**src/shared/lhm_pkg.sv**
```systemverilog
// Shared constants and types for the limp-home mode and channel control block.
// Assumes one 100 MHz clock; the serial frame decoder lives outside this block.
package lhm_pkg;

    localparam int unsigned NUM_CH    = 8;
    localparam int unsigned NUM_IN    = 4;
    localparam int unsigned SEL_W     = 2;
    localparam int unsigned SYNC_LEN  = 3;

    localparam logic [NUM_CH-1:0]           ON_RST    = 8'h00;
    localparam logic [NUM_CH-1:0]           INMODE_RST = 8'h00;
    localparam logic [NUM_CH-1:0][SEL_W-1:0] SEL_RST  = 16'h0000;
    localparam logic [NUM_CH-1:0]           OUT_OFF   = 8'h00;
    localparam logic [NUM_CH-NUM_IN-1:0]    UPPER_OFF = 4'h0;

    // Pin levels assumed while the synchronisers fill after reset
    localparam logic RSTPIN_RST = 1'b0;
    localparam logic LIMP_RST   = 1'b0;
    localparam logic IN_RST     = 1'b0;
    // Stand-by is the state left behind by power-on reset
    localparam logic QUIET_RST  = 1'b1;

    // Gray path: standby -> idle -> active, standby/active -> limp
    typedef enum logic [1:0] {
        LHM_STANDBY = 2'b00,
        LHM_IDLE    = 2'b01,
        LHM_ACTIVE  = 2'b11,
        LHM_LIMP    = 2'b10
    } lhm_mode_t;

    // One decoded serial write of the channel control settings
    typedef struct packed {
        logic                           valid;
        logic [NUM_CH-1:0]              on;
        logic [NUM_CH-1:0]              in_mode;
        logic [NUM_CH-1:0][SEL_W-1:0]   sel;
    } lhm_cmd_t;

endpackage

```
**src/rtl/lhm_sync.sv**
```systemverilog
// Three-stage pin synchroniser with a two-stage agreement filter.
// Assumes the input is asynchronous to clk; the first stage feeds only the second.
`timescale 1ns/1ps
module lhm_sync #(
    parameter logic RST_VAL = 1'b0
) (
    // Clock and reset
    input  wire logic clk,
    input  wire logic rst,
    // Pin and clean level
    input  wire logic pin,
    output logic      level
);
    logic s1_q;
    logic s2_q;
    logic s3_q;

    always_ff @(posedge clk or posedge rst) begin
        if (rst) begin
            s1_q <= RST_VAL;
            s2_q <= RST_VAL;
            s3_q <= RST_VAL;
        end else begin
            s1_q <= pin;
            s2_q <= s1_q;
            s3_q <= s2_q;
        end
    end

    // A change counts only once stages two and three agree
    always_ff @(posedge clk or posedge rst) begin
        if (rst) begin
            level <= RST_VAL;
        end else if (s2_q == s3_q) begin
            level <= s3_q;
        end
    end
endmodule // lhm_sync

```
**src/rtl/lhm_ctrl.sv**
```systemverilog
// Mode and channel control of an eight-channel low-side switch.
// Assumes serial frames are decoded elsewhere on clk into lhm_cmd_t and a done pulse.
// Operation
// RULE1: After power-up reset all control settings to defaults and enter stand-by.
// RULE2: Reset pin low forces defaults and the minimum-quiescent stand-by state.
// RULE3: Failsafe input high enters limp-home and clears the control settings.
// RULE4: In limp-home, input pins one to four drive channels one to four.
// RULE5: Channels five to eight stay off throughout limp-home.
// RULE6: Serial writes are ignored during limp-home.
// RULE7: Failsafe input high overrides a low reset pin.
// RULE8: Failsafe high during stand-by wakes the device into limp-home.
// RULE9: Leaving limp-home resets settings, then stand-by if reset low, else idle.
// RULE10: First serial transfer after limp-home reports the transmission error flag.
// RULE11: A per-channel select setting picks which input pin controls that channel.
// RULE12: In input mode selected pin high means on, low means off.
// RULE13: After power-on reset all channels are off in idle until commanded.
// RULE14: Outside input mode each channel follows its serially written on bit.
// RULE15: Reset, failsafe and channel input pins are synchronised before use.
`timescale 1ns/1ps
module lhm_ctrl (
    // Clock and power-on reset
    input  wire logic                    clk,
    input  wire logic                    rst,
    // Device pins
    input  wire logic                    reset_pin_n,
    input  wire logic                    failsafe_drive_input,
    input  wire logic [lhm_pkg::NUM_IN-1:0] channel_input_pin,
    // Decoded serial interface
    input  wire lhm_pkg::lhm_cmd_t       cmd,
    input  wire logic                    transfer_done,
    // Channel drive and status
    output logic [lhm_pkg::NUM_CH-1:0]   power_channel,
    output lhm_pkg::lhm_mode_t           mode,
    output logic                         quiescent,
    output logic                         transmission_error_flag
);
    import lhm_pkg::*;

    logic                           rstpin_s;
    logic                           limp_s;
    logic [NUM_IN-1:0]              in_s;
    lhm_mode_t                      mode_q;
    lhm_mode_t                      mode_d;
    logic [NUM_CH-1:0]              on_q;
    logic [NUM_CH-1:0]              in_mode_q;
    logic [NUM_CH-1:0][SEL_W-1:0]   sel_q;
    logic [NUM_CH-1:0]              drive_d;
    logic                           ter_pending_q;
    logic                           limp_exit;
    logic                           cfg_clear;
    logic                           cfg_write;
    logic                           cfg_any_set;
    logic                           transfer_counted;
    logic [NUM_CH-1:0]              pin_pick;

    // Pin synchronisers
    // Three stages plus the agreement filter cost four cycles of pin latency;
    // a pin pulse shorter than two cycles is filtered out and never acts
    lhm_sync #(.RST_VAL(RSTPIN_RST)) u_sync_rst (
        .clk   (clk),
        .rst   (rst),
        .pin   (reset_pin_n),
        .level (rstpin_s)
    ); // RULE15
    lhm_sync #(.RST_VAL(LIMP_RST)) u_sync_limp (
        .clk   (clk),
        .rst   (rst),
        .pin   (failsafe_drive_input),
        .level (limp_s)
    ); // RULE15
    for (genvar i = 0; i < NUM_IN; i++) begin : g_in_sync
        lhm_sync #(.RST_VAL(IN_RST)) u_sync_in (
            .clk   (clk),
            .rst   (rst),
            .pin   (channel_input_pin[i]),
            .level (in_s[i])
        ); // RULE15
    end

    // The exit cycle still sees mode_q as limp, so writes are refused there as well
    assign limp_exit = (mode_q == LHM_LIMP) && !limp_s;
    // Settings are held at defaults in stand-by, throughout limp-home and on its exit
    assign cfg_clear = (mode_d == LHM_STANDBY) || (mode_d == LHM_LIMP) || limp_exit;
    assign cfg_write = cmd.valid && (mode_q == LHM_IDLE || mode_q == LHM_ACTIVE); // RULE6
    // Any set on or input-mode bit keeps the device out of idle
    assign cfg_any_set = (cmd.on != ON_RST) || (cmd.in_mode != INMODE_RST);
    // Transfers seen in limp-home do not consume the pending error report
    assign transfer_counted = transfer_done && (mode_q != LHM_LIMP); // RULE6

    // Each channel picks its input pin through its own select field
    for (genvar ch = 0; ch < NUM_CH; ch++) begin : g_route
        assign pin_pick[ch] = in_s[sel_q[ch]]; // RULE11
    end

    // Mode selection; failsafe is checked first so it beats the reset pin
    // A failed host may hold the reset pin low, so limp-home must still act
    always_comb begin
        mode_d = mode_q;
        if (limp_s) begin
            mode_d = LHM_LIMP; // RULE3 RULE7 RULE8
        end else if (limp_exit) begin
            mode_d = rstpin_s ? LHM_IDLE : LHM_STANDBY; // RULE9
        end else if (!rstpin_s) begin
            mode_d = LHM_STANDBY; // RULE2
        end else begin
            unique case (mode_q)
                LHM_STANDBY: mode_d = LHM_IDLE; // RULE13
                LHM_IDLE: begin
                    if (cfg_write && cfg_any_set) begin
                        mode_d = LHM_ACTIVE;
                    end
                end
                LHM_ACTIVE: begin
                    if (cfg_write && !cfg_any_set) begin
                        mode_d = LHM_IDLE;
                    end
                end
                LHM_LIMP: mode_d = LHM_LIMP;
            endcase
        end
    end

    always_ff @(posedge clk or posedge rst) begin
        if (rst) begin
            mode_q <= LHM_STANDBY; // RULE1
        end else begin
            mode_q <= mode_d;
        end
    end

    // Control settings written over the serial interface
    always_ff @(posedge clk or posedge rst) begin
        if (rst) begin
            on_q      <= ON_RST; // RULE1
            in_mode_q <= INMODE_RST;
        end else if (cfg_clear) begin
            on_q      <= ON_RST; // RULE2 RULE3 RULE9
            in_mode_q <= INMODE_RST;
        end else if (cfg_write) begin
            on_q      <= cmd.on;
            in_mode_q <= cmd.in_mode;
        end
    end

    // Input-select fields, cleared together with the on and mode bits
    always_ff @(posedge clk or posedge rst) begin
        if (rst) begin
            sel_q <= SEL_RST; // RULE1
        end else if (cfg_clear) begin
            sel_q <= SEL_RST; // RULE3 RULE9
        end else if (cfg_write) begin
            sel_q <= cmd.sel; // RULE11
        end
    end

    // Channel drive; the next mode is used so outputs change with the mode register
    always_comb begin
        drive_d = OUT_OFF;
        unique case (mode_d)
            LHM_STANDBY: drive_d = OUT_OFF;
            LHM_LIMP:    drive_d = {UPPER_OFF, in_s}; // RULE4 RULE5
            LHM_IDLE,
            LHM_ACTIVE: begin
                // The exit cycle drives all off before the cleared settings take hold
                if (!limp_exit) begin
                    for (int c = 0; c < NUM_CH; c++) begin
                        if (in_mode_q[c]) begin
                            drive_d[c] = pin_pick[c]; // RULE11 RULE12
                        end else begin
                            drive_d[c] = on_q[c]; // RULE14
                        end
                    end
                end
            end
        endcase
    end

    // Registered so the channels never glitch while the mode decode settles
    always_ff @(posedge clk or posedge rst) begin
        if (rst) begin
            power_channel <= OUT_OFF; // RULE13
        end else begin
            power_channel <= drive_d;
        end
    end

    always_ff @(posedge clk or posedge rst) begin
        if (rst) begin
            mode <= LHM_STANDBY; // RULE1
        end else begin
            mode <= mode_d;
        end
    end

    // Quiescent flag tracks the stand-by state the mode register is entering
    always_ff @(posedge clk or posedge rst) begin
        if (rst) begin
            quiescent <= QUIET_RST;
        end else begin
            quiescent <= (mode_d == LHM_STANDBY); // RULE2
        end
    end

    // Error report; a limp exit in the same cycle as a transfer stays pending
    always_ff @(posedge clk or posedge rst) begin
        if (rst) begin
            ter_pending_q <= 1'b0;
        end else if (limp_exit) begin
            ter_pending_q <= 1'b1; // RULE10
        end else if (transfer_counted) begin
            ter_pending_q <= 1'b0;
        end
    end

    // Level stands until the next counted transfer
    always_ff @(posedge clk or posedge rst) begin
        if (rst) begin
            transmission_error_flag <= 1'b0;
        end else if (transfer_counted) begin
            transmission_error_flag <= ter_pending_q || limp_exit; // RULE10
        end
    end
endmodule // lhm_ctrl

```
**config.mk**
```make
export PLATFORM = sky130hd
export DESIGN_NAME = lhm_ctrl
export DESIGN_NICKNAME = d
export VERILOG_FILES = /design/src/shared/lhm_pkg.sv /design/src/rtl/lhm_sync.sv /design/src/rtl/lhm_ctrl.sv
export SDC_FILE = /design/constraint.sdc
export NUM_CORES = 1
export LEC_CHECK = 0
export BUFFER_PORTS_ARGS = -buffer_cell sky130_fd_sc_hd__buf_2
export CORE_MARGIN = 2
export CORE_UTILIZATION = 45
export DETAILED_ROUTE_END_ITERATION = 12
export GPL_TIMING_DRIVEN = 0
export PLACE_DENSITY = 0.74
export SLEW_MARGIN = 10
export SYNTH_ARGS = -nofsm -noshare
export SYNTH_HDL_FRONTEND = slang
export SYNTH_SLANG_ARGS = --single-unit
```
**constraint.sdc**
```tcl
create_clock -name clk -period 2.1 [get_ports clk]
set_input_delay 0.105 -clock clk [delete_from_list [all_inputs] [get_ports clk]]
set_output_delay 0.105 -clock clk [all_outputs]
set_load 0.02 [all_outputs]
```
==> qor.csv <==
stage;metric;value;unit
critical_path;WS Path Type;reg -> reg;
cts;post_cts resized;0;
die;DIE HEIGHT;81.3;um
layout;area growth from synthesis to layout;33.8;%
layout;final std cells w/o fill;405;
critical_path;critical path cell sequence;mux4_2 -> mux2i_1 -> o21ai_1;
die;die width;81.3;um
layout;Filler cells;474;
place;I/O Buffers;53;
layout;area occupied by registers;1730;um2
cts;TritonCTS buffer count;9;
sta;clk_skew;7.22;ps
logic_synthesis;sequential area share after synthesis;64.3;%
global_routing;first-pass GRT wire length;9180;um
layout;Inserted Diodes;0;
die;die area;6610;um2
sta;Tmin final;1410;ps
logic_synthesis;top cell type's share of synthesized area;63.3;%
sta;period utilization;67.3;%
logic_synthesis;Synth Register Bits;69;
routing;via count;2026;
place;# placed instances;359;
sta;RSZ-0062 raised after global routing;no;
logic_synthesis;warnings from Yosys;0;
cts;Root Buffer;clkbuf_8;
global_routing;GRT Overall Usage;19.6;%
sta;relative slew slack;64.4;%
global_routing;initial antenna violation count;0;
logic_synthesis;commonest cells in the netlist;nand2_1, dfrtp_1, a21oi_1;
die;Initial Utilization;45.9;%
cts;CTS max path bufs;2;
routing;DRC viols;0;
layout;layout net count;367;
routing;final wirelength;5650;um
sta;total negative slack;0;ps
cts;CTS tree;built;
layout;share of post-route cells with drive strength above 1;28.2;%
critical_path;slowest stage cell on the critical path;mux4_2;
logic_synthesis;Post-Synthesis Cell Area;2690;um2
routing;vias per cell;5.00;
critical_path;CP Max Fanout;10;
critical_path;cell family with the largest share of critical-path delay;multiplexers;
layout;cell area after layout;3590;um2
critical_path;CP Launch Type;flop;
critical_path;CP peak stage delay;530;ps
logic_synthesis;Synthesized Nets;272;
logic_synthesis;Synth Flop Type;dfrtp_1;
cts;H-tree depth;3;
global_routing;vias in the first global route;1925;
logic_synthesis;post-synth cell types;25;
power;Leak;1.58;nW
sta;Hold Fails Final Rpt;0;
cts;clock sink count;69;
logic_synthesis;most common cell in the netlist;nand2_1;
status;status;complete, no violations;
logic_synthesis;top post-synthesis cells by area;dfrtp_1, nand2_1, mux4_2;
run;MaxCap Viol Count;0;
sta;max-slew violation count;0;
die;# rows;28;
sta;Final setup viols;0;
place;DP HPWL;3980;um
place;placed cell areas;3070;um2
logic_synthesis;number of flops mapped to enable cells by yosys;0;
power;total power;0.00298;W
die;core area;5850;um2
cts;clock-pin slew on the worst setup and hold paths;70;ps
routing;DRT antenna net count;0;
global_routing;pin count of the biggest net entering global routing;36;
routing;initial DRC count;140;
critical_path;crit path buf inv count;0;
global_routing;overflow left after global routing;0;
critical_path;Worst Path Arrival;1640;ps
logic_synthesis;Avg Synthesized Cell Area;11.7;um2
routing;drt pass-1 iters;4;
critical_path;CP required;2320;ps
hold_path;min-delay worst type;in -> reg;
die;I/O pins;54;
routing;Wirelength per Cell;13.9;um
layout;Multi-input gate area;895;um2
power;VDD IR max;468;uV
sta;measured slew at the worst slew-check pin;534;ps
logic_synthesis;async set or reset register ratio after synthesis;100;%
power;Power Density;830;nW/um2
logic_synthesis;Syn Inst Count;230;
critical_path;Setup crit end kind;flop;
cts;Clk Latency, worst-skew pair;340;ps
logic_synthesis;area leader, netlist;dfrtp_1;
place;GPL Wtd Cong;0.900;
sta;Max Clock Freq;0.707;GHz
[layout make-up]
type                            count  share of cell area (%)
Clock inverter                      4                    1.95
Sequential cell                    69                    48.1
Buffer                             13                    1.71
Clock buffer                       12                    4.32
Timing Repair Buffer               84                    16.3
Multi-Input combinational cell    147                    24.9
Inverter                            1                   0.174
Tap cell                           75                    2.61
[where the power goes]
part | switching (W) | total, W | internal [W]
Clock | 0.000464 | 0.00119 | 0.000730
Combinational | 0.000187 | 0.000345 | 0.000158
Sequential | 0.0000470 | 0.00144 | 0.00140
[sequential cells by signal, summed over array words and instances (netlist names)]
name / count
sel_q: 16
in_mode_q: 8
on_q: 8
power_channel: 8
g_in_sync.u_sync_in.level: 4
g_in_sync.u_sync_in.s1_q: 4
g_in_sync.u_sync_in.s2_q: 4
g_in_sync.u_sync_in.s3_q: 4
mode: 2
quiescent: 1
ter_pending_q: 1
transmission_error_flag: 1
u_sync_limp.level: 1
u_sync_limp.s1_q: 1
u_sync_limp.s2_q: 1
u_sync_limp.s3_q: 1
u_sync_rst.level: 1
u_sync_rst.s1_q: 1
u_sync_rst.s2_q: 1
u_sync_rst.s3_q: 1
[cells in the final DEF (no fill, tap or decap)]
cell type	instances
clkbuf_8	11
a41oi_1	1
dfstp_2	1
or2_2	1
and2_1	1
clkinv_2	2
inv_4	1
mux2i_1	8
or4_4	1
dfrtp_1	68
clkbuf_1	4
nor4_1	2
mux4_2	8
a21oi_1	32
o2bb2ai_1	1
nand2b_1	1
nor2_1	5
nand2_1	70
bufinv_16	2
dlygate4sd3_1	30
maj3_1	6
nor3_1	1
mux2_1	1
a31oi_1	1
buf_2	63
nor2b_1	1
nor4_2	1
nand2_4	1
buf_12	1
o21ai_1	4
[tightest hold or removal path, stage by stage]
cell and delay, ps:
buf_2 110, nand2_1 50, a21oi_1 50
[layer usage]
metal | track usage (%) | vias to the layer above | wire, um
met2 | 29.7 | 82 | 2620
met1 | 25.6 | 965 | 2430
met5 | 0 | - | 0
met4 | 11.7 | 0 | 167
met3 | 4.78 | 13 | 428
li1 | - | 966 | -
[cells by family after synthesis]
family | synth area share (%)
compound gates | 7.59
fa+ha+maj | 2.23
buf+inv | 2.42
flops | 64.3
mux | 10.1
simple gates | 13.4
[path summary, 6_finish.rpt]
path / startpoint / end / slack [ps] / cells after the start
max in group asynchronous: rst / sel_q[15]$_DFFE_PP0P_ / 1270 / 4
max reg2reg: g_in_sync[2].u_sync_in.level$_DFFE_PP0N_ / power_channel[3]$_DFF_PP0_ / 690 / 3
min in group asynchronous: rst / u_sync_rst.s1_q$_DFF_PP0_ / 320 / 3
max: g_in_sync[2].u_sync_in.level$_DFFE_PP0N_ / power_channel[3]$_DFF_PP0_ / 690 / 3
min reg2reg: g_in_sync[2].u_sync_in.s1_q$_DFF_PP0_ / g_in_sync[2].u_sync_in.s2_q$_DFF_PP0_ / 350 / 0
min: cmd[28] / on_q[4]$_DFFE_PP0P_ / 10 / 3
[stage by stage]
| step | hold slack [ps] | worst slack [ps] | utilization (%) |
|---|---|---|---|
| 2_1_floorplan | 136 | 257 | - |
| 3_3_place_gp | 213 | -499 | 52.1 |
| 3_5_place_dp | 147 | 699 | 52.5 |
| 4_1_cts | 1.86 | 686 | 61.4 |
| 5_1_grt | 17.6 | 638 | 61.4 |
| 6_report | 13.6 | 686 | 61.4 |
[what timing repair did]
action / 4_1_cts / 5_1_grt
hold buffers: 30 / 0
hold endpoints to repair: 62 / 0
setup buffers: 0 / 0
Note: power is estimated with default switching activity, not from simulation.
